### config.mk
export PLATFORM = sky130hd
export DESIGN_NAME = tofr_result_bank
export DESIGN_NICKNAME = d
export VERILOG_FILES = /design/src/rtl/tofr_pkg.sv /design/src/rtl/tofr_result_bank.sv /design/src/rtl/tofr_hold_reg.sv
export SDC_FILE = /design/constraint.sdc
export NUM_CORES = 1
export LEC_CHECK = 0
export ABC_AREA = 1
export BUFFER_PORTS_ARGS = -buffer_cell sky130_fd_sc_hd__clkbuf_2
export CAP_MARGIN = 20
export CELL_PAD_IN_SITES_DETAIL_PLACEMENT = 1
export CELL_PAD_IN_SITES_GLOBAL_PLACEMENT = 1
export CORE_UTILIZATION = 36
export CTS_CLUSTER_SIZE = 40
export DETAILED_ROUTE_END_ITERATION = 8
export PLACE_DENSITY = 0.83
export SLEW_MARGIN = 10
export SYNTH_ARGS = -nofsm -noshare
export SYNTH_HDL_FRONTEND = slang
export SYNTH_SLANG_ARGS = --single-unit
### constraint.sdc
create_clock -name clock -period 1 [get_ports clock]
set_input_delay 0.05 -clock clock [delete_from_list [all_inputs] [get_ports clock]]
set_output_delay 0.05 -clock clock [all_outputs]
set_load 0.01 [all_outputs]
### src/rtl/tofr_pkg.sv
// constants and carrier types of the downstream time-of-flight result bank
// assumes one 40 MHz reference clock shared by the bank, the timing engine and the host port
package tofr_pkg;

  // ==========================================================
  // register map
  localparam logic [7:0] TOFR_ADDR_RATIO   = 8'hD3;
  localparam logic [7:0] TOFR_ADDR_H1_INT  = 8'hD4;
  localparam logic [7:0] TOFR_ADDR_H1_FRAC = 8'hD5;
  localparam logic [7:0] TOFR_ADDR_H2_INT  = 8'hD6;
  localparam logic [7:0] TOFR_ADDR_H2_FRAC = 8'hD7;

  // ==========================================================
  // field layout
  localparam int TOFR_REG_W   = 16;
  localparam int TOFR_RATIO_W = 8;
  localparam int TOFR_INT_W   = 15;
  localparam int TOFR_FRAC_W  = 16;
  localparam int TOFR_ADDR_W  = 8;

  // largest integer count a hit can report
  localparam logic [TOFR_INT_W-1:0] TOFR_INT_MAX = 15'h7FFF;

  // ==========================================================
  // reset values
  localparam logic [TOFR_REG_W-1:0]   TOFR_REG_RST   = 16'h0000;
  localparam logic [TOFR_RATIO_W-1:0] TOFR_RATIO_RST = 8'h00;
  localparam logic [TOFR_INT_W-1:0]   TOFR_INT_RST   = 15'h0000;
  localparam logic [TOFR_FRAC_W-1:0]  TOFR_FRAC_RST  = 16'h0000;
  localparam logic                    TOFR_INT_PAD   = 1'b0;

  // ==========================================================
  // carriers
  typedef struct packed {
    logic                    valid;
    logic [TOFR_RATIO_W-1:0] ratio_first;
    logic [TOFR_RATIO_W-1:0] ratio_second;
    logic [TOFR_INT_W-1:0]   hit1_int;
    logic [TOFR_FRAC_W-1:0]  hit1_frac;
    logic [TOFR_INT_W-1:0]   hit2_int;
    logic [TOFR_FRAC_W-1:0]  hit2_frac;
  } tofr_result_type;

  typedef struct packed {
    logic                   rd_en;
    logic                   wr_en;
    logic [TOFR_ADDR_W-1:0] addr;
    logic [TOFR_REG_W-1:0]  wr_data;
  } tofr_host_req_type;

endpackage : tofr_pkg

### src/rtl/tofr_result_bank.sv
// downstream time-of-flight result bank, read by the host, loaded by the timing engine
// assumes the host read/write port and the engine run on the 40 MHz reference clock
`timescale 1ns/1ps
module tofr_result_bank
  import tofr_pkg::*;
(
  // clock and reset
  input  wire logic                    clock,
  input  wire logic                    reset_n,
  // timing engine results
  input  wire tofr_result_type         result,
  // host access
  input  wire tofr_host_req_type       host_req,
  output logic      [TOFR_REG_W-1:0]   rd_data_r,
  output logic                         rd_valid_r,
  output logic                         rd_hit_r,
  output logic                         wr_ignored_r,
  // measurement status
  output logic                         result_ready_r
);

  // ==========================================================
  // held fields
  logic [TOFR_RATIO_W-1:0] ratio_first_q;
  logic [TOFR_RATIO_W-1:0] ratio_second_q;
  logic [TOFR_INT_W-1:0]   hit1_int_q;
  logic [TOFR_FRAC_W-1:0]  hit1_frac_q;
  logic [TOFR_INT_W-1:0]   hit2_int_q;
  logic [TOFR_FRAC_W-1:0]  hit2_frac_q;
  logic                    load;
  logic [TOFR_REG_W-1:0]   rd_data_nxt;
  logic                    rd_hit_nxt;
  logic                    in_bank;

  // only a completed measurement loads; host writes never reach the fields
  assign load = result.valid;

  tofr_hold_reg #(.W(TOFR_RATIO_W)) u_ratio_first (
    .clock   (clock),
    .reset_n (reset_n),
    .load    (load),
    .d       (result.ratio_first),
    .q       (ratio_first_q)
  );

  tofr_hold_reg #(.W(TOFR_RATIO_W)) u_ratio_second (
    .clock   (clock),
    .reset_n (reset_n),
    .load    (load),
    .d       (result.ratio_second),
    .q       (ratio_second_q)
  );

  tofr_hold_reg #(.W(TOFR_INT_W)) u_hit1_int (
    .clock   (clock),
    .reset_n (reset_n),
    .load    (load),
    .d       (result.hit1_int),
    .q       (hit1_int_q)
  );

  tofr_hold_reg #(.W(TOFR_FRAC_W)) u_hit1_frac (
    .clock   (clock),
    .reset_n (reset_n),
    .load    (load),
    .d       (result.hit1_frac),
    .q       (hit1_frac_q)
  );

  tofr_hold_reg #(.W(TOFR_INT_W)) u_hit2_int (
    .clock   (clock),
    .reset_n (reset_n),
    .load    (load),
    .d       (result.hit2_int),
    .q       (hit2_int_q)
  );

  tofr_hold_reg #(.W(TOFR_FRAC_W)) u_hit2_frac (
    .clock   (clock),
    .reset_n (reset_n),
    .load    (load),
    .d       (result.hit2_frac),
    .q       (hit2_frac_q)
  );

  // ==========================================================
  // read decode
  always_comb begin
    rd_data_nxt = TOFR_REG_RST;
    rd_hit_nxt  = 1'b1;
    case (host_req.addr)
      // ratio bytes pass untouched: fixed point, msb weight 1
      TOFR_ADDR_RATIO:   rd_data_nxt = {ratio_first_q, ratio_second_q};
      TOFR_ADDR_H1_INT:  rd_data_nxt = {TOFR_INT_PAD, hit1_int_q};
      TOFR_ADDR_H1_FRAC: rd_data_nxt = hit1_frac_q;
      TOFR_ADDR_H2_INT:  rd_data_nxt = {TOFR_INT_PAD, hit2_int_q};
      TOFR_ADDR_H2_FRAC: rd_data_nxt = hit2_frac_q;
      default:           rd_hit_nxt  = 1'b0;
    endcase
  end

  assign in_bank = (host_req.addr >= TOFR_ADDR_RATIO) && (host_req.addr <= TOFR_ADDR_H2_FRAC);

  // ==========================================================
  // host read answer, one cycle after the strobe
  always_ff @(posedge clock) begin
    if (!reset_n) begin
      rd_data_r  <= TOFR_REG_RST;
      rd_valid_r <= 1'b0;
      rd_hit_r   <= 1'b0;
    end else begin
      rd_valid_r <= host_req.rd_en;
      rd_hit_r   <= host_req.rd_en && rd_hit_nxt;
      if (host_req.rd_en) begin
        rd_data_r <= rd_data_nxt;
      end
    end
  end

  // ==========================================================
  // write refusal flag, so software can see the write had no effect
  always_ff @(posedge clock) begin
    if (!reset_n) begin
      wr_ignored_r <= 1'b0;
    end else begin
      wr_ignored_r <= host_req.wr_en && in_bank;
    end
  end

  // ==========================================================
  // measurement status: high once any result has been loaded
  always_ff @(posedge clock) begin
    if (!reset_n) begin
      result_ready_r <= 1'b0;
    end else if (load) begin
      result_ready_r <= 1'b1;
    end
  end
endmodule : tofr_result_bank

### src/rtl/tofr_hold_reg.sv
// one result field held between measurements
// assumes load is a one-cycle pulse from logic on the same clock
`timescale 1ns/1ps
module tofr_hold_reg
  import tofr_pkg::*;
#(
  parameter int W = 16
) (
  // clock and reset
  input  wire logic         clock,
  input  wire logic         reset_n,
  // load side
  input  wire logic         load,
  input  wire logic [W-1:0] d,
  // held value
  output logic      [W-1:0] q
);

  // ==========================================================
  // storage
  always_ff @(posedge clock) begin
    if (!reset_n) begin
      q <= '0;
    end else if (load) begin
      q <= d;
    end
  end

endmodule : tofr_hold_reg

# Yosys cells after proc, flatten, opt, wreduce, memory -nomap -nowiden
# Index checks and enable logic that the tools add are counted.
dict set report op_classes {
  n_eq_ne 5
  order_cmp 2
  reduce_logical 4
  n_mux 2
}
# cell count
set op_table {}
lappend op_table {{16-bit one-hot mux with 5 select lines} 1}
lappend op_table {{8-bit equality test, second input constant} 5}
lappend op_table {{8-bit greater-or-equal comparator, second input constant} 1}
lappend op_table {{8-bit <= comparator, second input constant} 1}
lappend op_table {{5-bit OR reduction} 1}
lappend op_table {{1-bit logical AND} 3}
lappend op_table {{1-bit 2-to-1 mux} 1}
dict set report word_totals {
  output_inout_bits 20
  elab_cells 24
  inputBits 107
  register_bits 98
}

# Depth between registers and ports, before layout
dict set report depth {
  ltp_word 4
  ltp_mapped 9
  ltp_nobuf 9
}

# Cells and area by module
# A second synthesis with hierarchy kept.
dict set report unflattened {
  cells_unflattened 732
  hier_area_um2 4777.1
}
# mod seq_area_each_um2 cells_per_inst n_inst area_each_um2
set modules_own_cells {}
lappend modules_own_cells {tofr_result_bank 400.4 240 1 1448.9}
lappend modules_own_cells {{tofr_hold_reg at u_hit1_frac ...} 320.3 101 2 674.4}
lappend modules_own_cells {{tofr_hold_reg at u_hit1_int ...} 300.3 94 2 633.1}
lappend modules_own_cells {{tofr_hold_reg at u_ratio_first ...} 160.2 51 2 356.6}

# Worst setup path after synthesis
# No wires, ideal clock.
dict set report synth_timing {
  path_type {input to register}
  startpoint {input port host_req[21] in the netlist's numbering}
  endpoint {register rd_data_r[12]}
  path_slack_ns 0.083
  setup_ns 0.058
  arrival_ns 0.859
  path_buffers 2
  path_stages 9
  required_ns 0.942
  cell_sequence {inv_1 nand2_1 nor2_4 buf_6 buf_2 nand3_1 nand3_1 o21bai_1 nand2_1}
}
dict set report synth_between {
  elab_chain_cells 2
  word_cells_on_any_way 6
  classes_between {5 x eq/ne; 1 x mux}
}
# element line_no
set synth_lines {}
lappend synth_lines {{from (decl)} tofr_result_bank.sv:13} ;# input wire tofr_host_req_type host_req,
lappend synth_lines {{8-bit equality test} tofr_result_bank.sv:91} ;# case (host_req.addr)
lappend synth_lines {{16-bit one-hot mux with 5 select lines (*)} tofr_result_bank.sv:91}
lappend synth_lines {{to (signal assigned)} tofr_result_bank.sv:115} ;# rd_data_r <= rd_data_nxt;
lappend synth_lines {{to (decl)} tofr_result_bank.sv:14} ;# output logic [TOFR_REG_W-1:0] rd_data_r,
# Mark *: on every way between the ends. The rest lies on a longest branch, timed or not.
# A chain may end at the register's enable or synchronous reset.

# Worst setup path in the final report
dict set report layout_timing {
  startpoint {register u_hit1_frac.q[8]}
  endpoint {register rd_data_r[8]}
}
dict set report layout_between {
  elab_chain_cells 1
}
# element line_no
set layout_lines {}
lappend layout_lines {{from (decl)} tofr_hold_reg.sv:16} ;# output logic [W-1:0] q
lappend layout_lines {{from (signal assigned)} tofr_hold_reg.sv:23} ;# q <= '0;
lappend layout_lines {{from (signal assigned)} tofr_hold_reg.sv:25} ;# q <= d;
lappend layout_lines {{16-bit one-hot mux with 5 select lines} tofr_result_bank.sv:91}
# Every way passes these cells.

==> results_dict.tcl <==
set metrics [dict create \
    status "finished, final reports clean" \
    synth-edff-count 0 \
    grt-ovfl-total 0 \
    antenna_found_initial 1 \
    crit_type "flip-flop to flip-flop" \
    die_w_um 108.3 \
    tns_ns 0 \
    vdd_drop_max_uv 979.8 \
    p_int_mw 6.362 \
    tightest_slew_ns 0.3674 \
    rows 38 \
    drt_first_iter_violations 194 \
    synthTopCellsByArea "dfxtp_1 (48%), nor2_1 (12%), nand3_1 (9.8%), o21ai_0 (9.3%), nand2_1 (4.1%)" \
    fmax_mhz 1071 \
    power.density_nw_per_um2 1457 \
    critPathTopFamily "flip-flops" \
    stdcell_count 863 \
    yosysTopAreaCell "dfxtp_1" \
    core_area_sq_um 10940 \
    clock_sinks 98 \
    clockBufferDepth 2 \
    synth_top_area_share 0.4822 \
    grt_pass1_wl_mm 23.16 \
    max_slew_margin 0.7551 \
    crit_path_start_kind "flip-flop" \
    synthCells 549 \
    grt_start_max_net_pins 57 \
    root_buffer "clkbuf_16" \
    hold-worst-slack_ns 0.005670 \
    yosys_most_used_dff "dfxtp_1" \
    timing.final.crit_share 0.9333 \
    endpoint_kind "flip-flop" \
    drcViolationCount 0 \
    p_leak_nw 2.788 \
    synthTopCellsByCount "nor2_1 (131), dfxtp_1 (98), nand3_1 (80)" \
    syn_area_sq_um 4069 \
    portBuffers 110 \
    critPathMaxStageDelay_ns 0.33 \
    placed_cells_incl_taps 780 \
    synth_nets 656 \
    htreeDepth 3 \
    post-dp-hpwl_mm 9.625 \
    ys_seq_area_frac 0.4822 \
    routed_via_density 5.090 \
    critPathRequiredTime_ns 1.24 \
    antenna_left 0 \
    die-area_sq_um 11730 \
    p_sw_mw 2.084 \
    setup_ws_ns 0.06668 \
    setup_violations 0 \
    avgSynthCellArea_sq_um 7.411 \
    firstDrtPassIters 4 \
    worst-path-max-fanout 2 \
    drt_wl_total_mm 14.89 \
    rsz0062_at_grt "false" \
    pwr-share-comb 0.125 \
    worst_path_max_delay_cell "dfxtp_1" \
    clk_pin_slew_ns 0.06 \
    stdcell_area_sq_um 5796 \
    cts_tree "built" \
    drv_slew 0 \
    synth.most_common_cell "nor2_1" \
    cts_inserted_buffers 9 \
    start_util 0.3721 \
    yosys_warnings 0 \
    grt_usage 0.2629 \
    finClkSkew_ns 0.006603 \
    first_global_vias 4681 \
    area.growth.synth_to_final_pct 42.44 \
    dp_slack_ns -0.2214 \
    clock_power_share 0.372 \
    cp.arrival_ns 1.17 \
    gp_congestion 0.8136 \
    clk_latency_ns 0.34 \
    drive_above_1_share 0.2175 \
    num_io_pins 127 \
    seq_power_share 0.503 \
    hold_class "input port to flip-flop" \
    synthDistinctLibCells 18 \
    crit_chain "nand3_1, nand3_1, o21bai_4, nand2_1" \
    p_sw_frac 0.2468 \
    wire_per_inst_um 17.25 \
    cts_setup_buffers 0 \
    finalCriticalPeriod_ns 0.9333 \
    cp_num_buf_inv 0 \
    utilization 0.5300 \
    nets 826 \
    total_power_mw 8.446 \
    hold_viol 0 \
    chipHeight_um 108.3 \
    async_flop_share 0 \
    crit_top_cell "nand3_1" \
    ys_ff_latch 98 \
    postPlaceCellArea_sq_um 4838 \
    max_cap_violations 0 \
    num_vias 4393 \
]
[cells by family (layout without fill, tap and decap cells)]
kind of cell,count (synthesis),after routing,synth area share
compound gates,121,121,0.1581
flops,98,98,0.4822
simple gates,267,267,0.2869
buf+inv,63,236,0.07288
other cells,0,1,0
[tightest hold or removal path, delay by kind of cell]
kind | cells | cell delay (ns)
buffers and inverters | 1 | 0.07
AOI/OAI and AO/OA | 2 | 0.19
[area by class of cell]
cell class / count / area, sq um
diodes: 1 / 2.502
inverters: 24 / 90.09
flip-flops and latches: 98 / 1962
fillers: 1401 / 5140
repair buffers: 198 / 1481
clock buffers: 14 / 254.0
multi-input cells: 388 / 1831
well taps: 140 / 175.2
[sequential cells by signal (all words and copies together), names as in the netlist]
signal / cells
u_ratio_first.q: 8
rd_data_r: 16
u_ratio_second.q: 8
u_hit2_frac.q: 16
u_hit2_int.q: 15
result_ready_r: 1
u_hit1_int.q: 15
rd_valid_r: 1
rd_hit_r: 1
wr_ignored_r: 1
u_hit1_frac.q: 16
[cell usage in the layout, fill, tap and decap left out, drive strengths merged]
cell type    synthesis  routed
o21bai              15      15
diode                0       1
nand2               49      49
dfxtp               98      98
nand3               80      80
a21oi               14      14
inv                 24      24
dlygate4sd3          0      68
nor2               138     138
clkbuf              13     124
o21ai               92      92
buf                 26      20
[routing by layer]
layer  vias to the layer above  part of all wire  wire (um)  global-route usage
met2                       106              0.51       7615              0.4700
met5                         -                 0          0                   0
met3                        37             0.031        464             0.04762
met1                      2111              0.43       6331              0.3049
li1                       2139                 -          -                   -
met4                         0             0.032        475              0.1168
[final timing paths]
kind | cells after the start | from | endpoint | slack (ns)
max | 4 | u_hit1_frac.q[8] | rd_data_r[8] | 0.07
min | 3 | result[8] | u_hit2_frac.q[8] | 0.006
max reg2reg | 4 | u_hit1_frac.q[8] | rd_data_r[8] | 0.07
min reg2reg | 2 | rd_data_r[4] | rd_data_r[4] | 0.45
[power groups by stage]
stage          sequential, mW  clock [mW]  combinational, mW
2_1_floorplan            4.28           0              0.439
3_3_place_gp             4.32           0              0.776
3_5_place_dp             4.33           0              0.809
4_1_cts                  4.25        3.17               1.03
5_1_grt                  4.27        3.34               1.16
6_report                 4.25        3.14               1.06
[what timing repair did]
| action | in CTS | in global routing |
|---|---|---|
| gates resized for setup | 0 | 2 |
| hold buffers | 68 | 0 |
| endpoints found under the hold margin | 68 | 0 |
| setup endpoints to repair | 0 | 14 |
No activity file was read; power rests on OpenSTA's default activity.
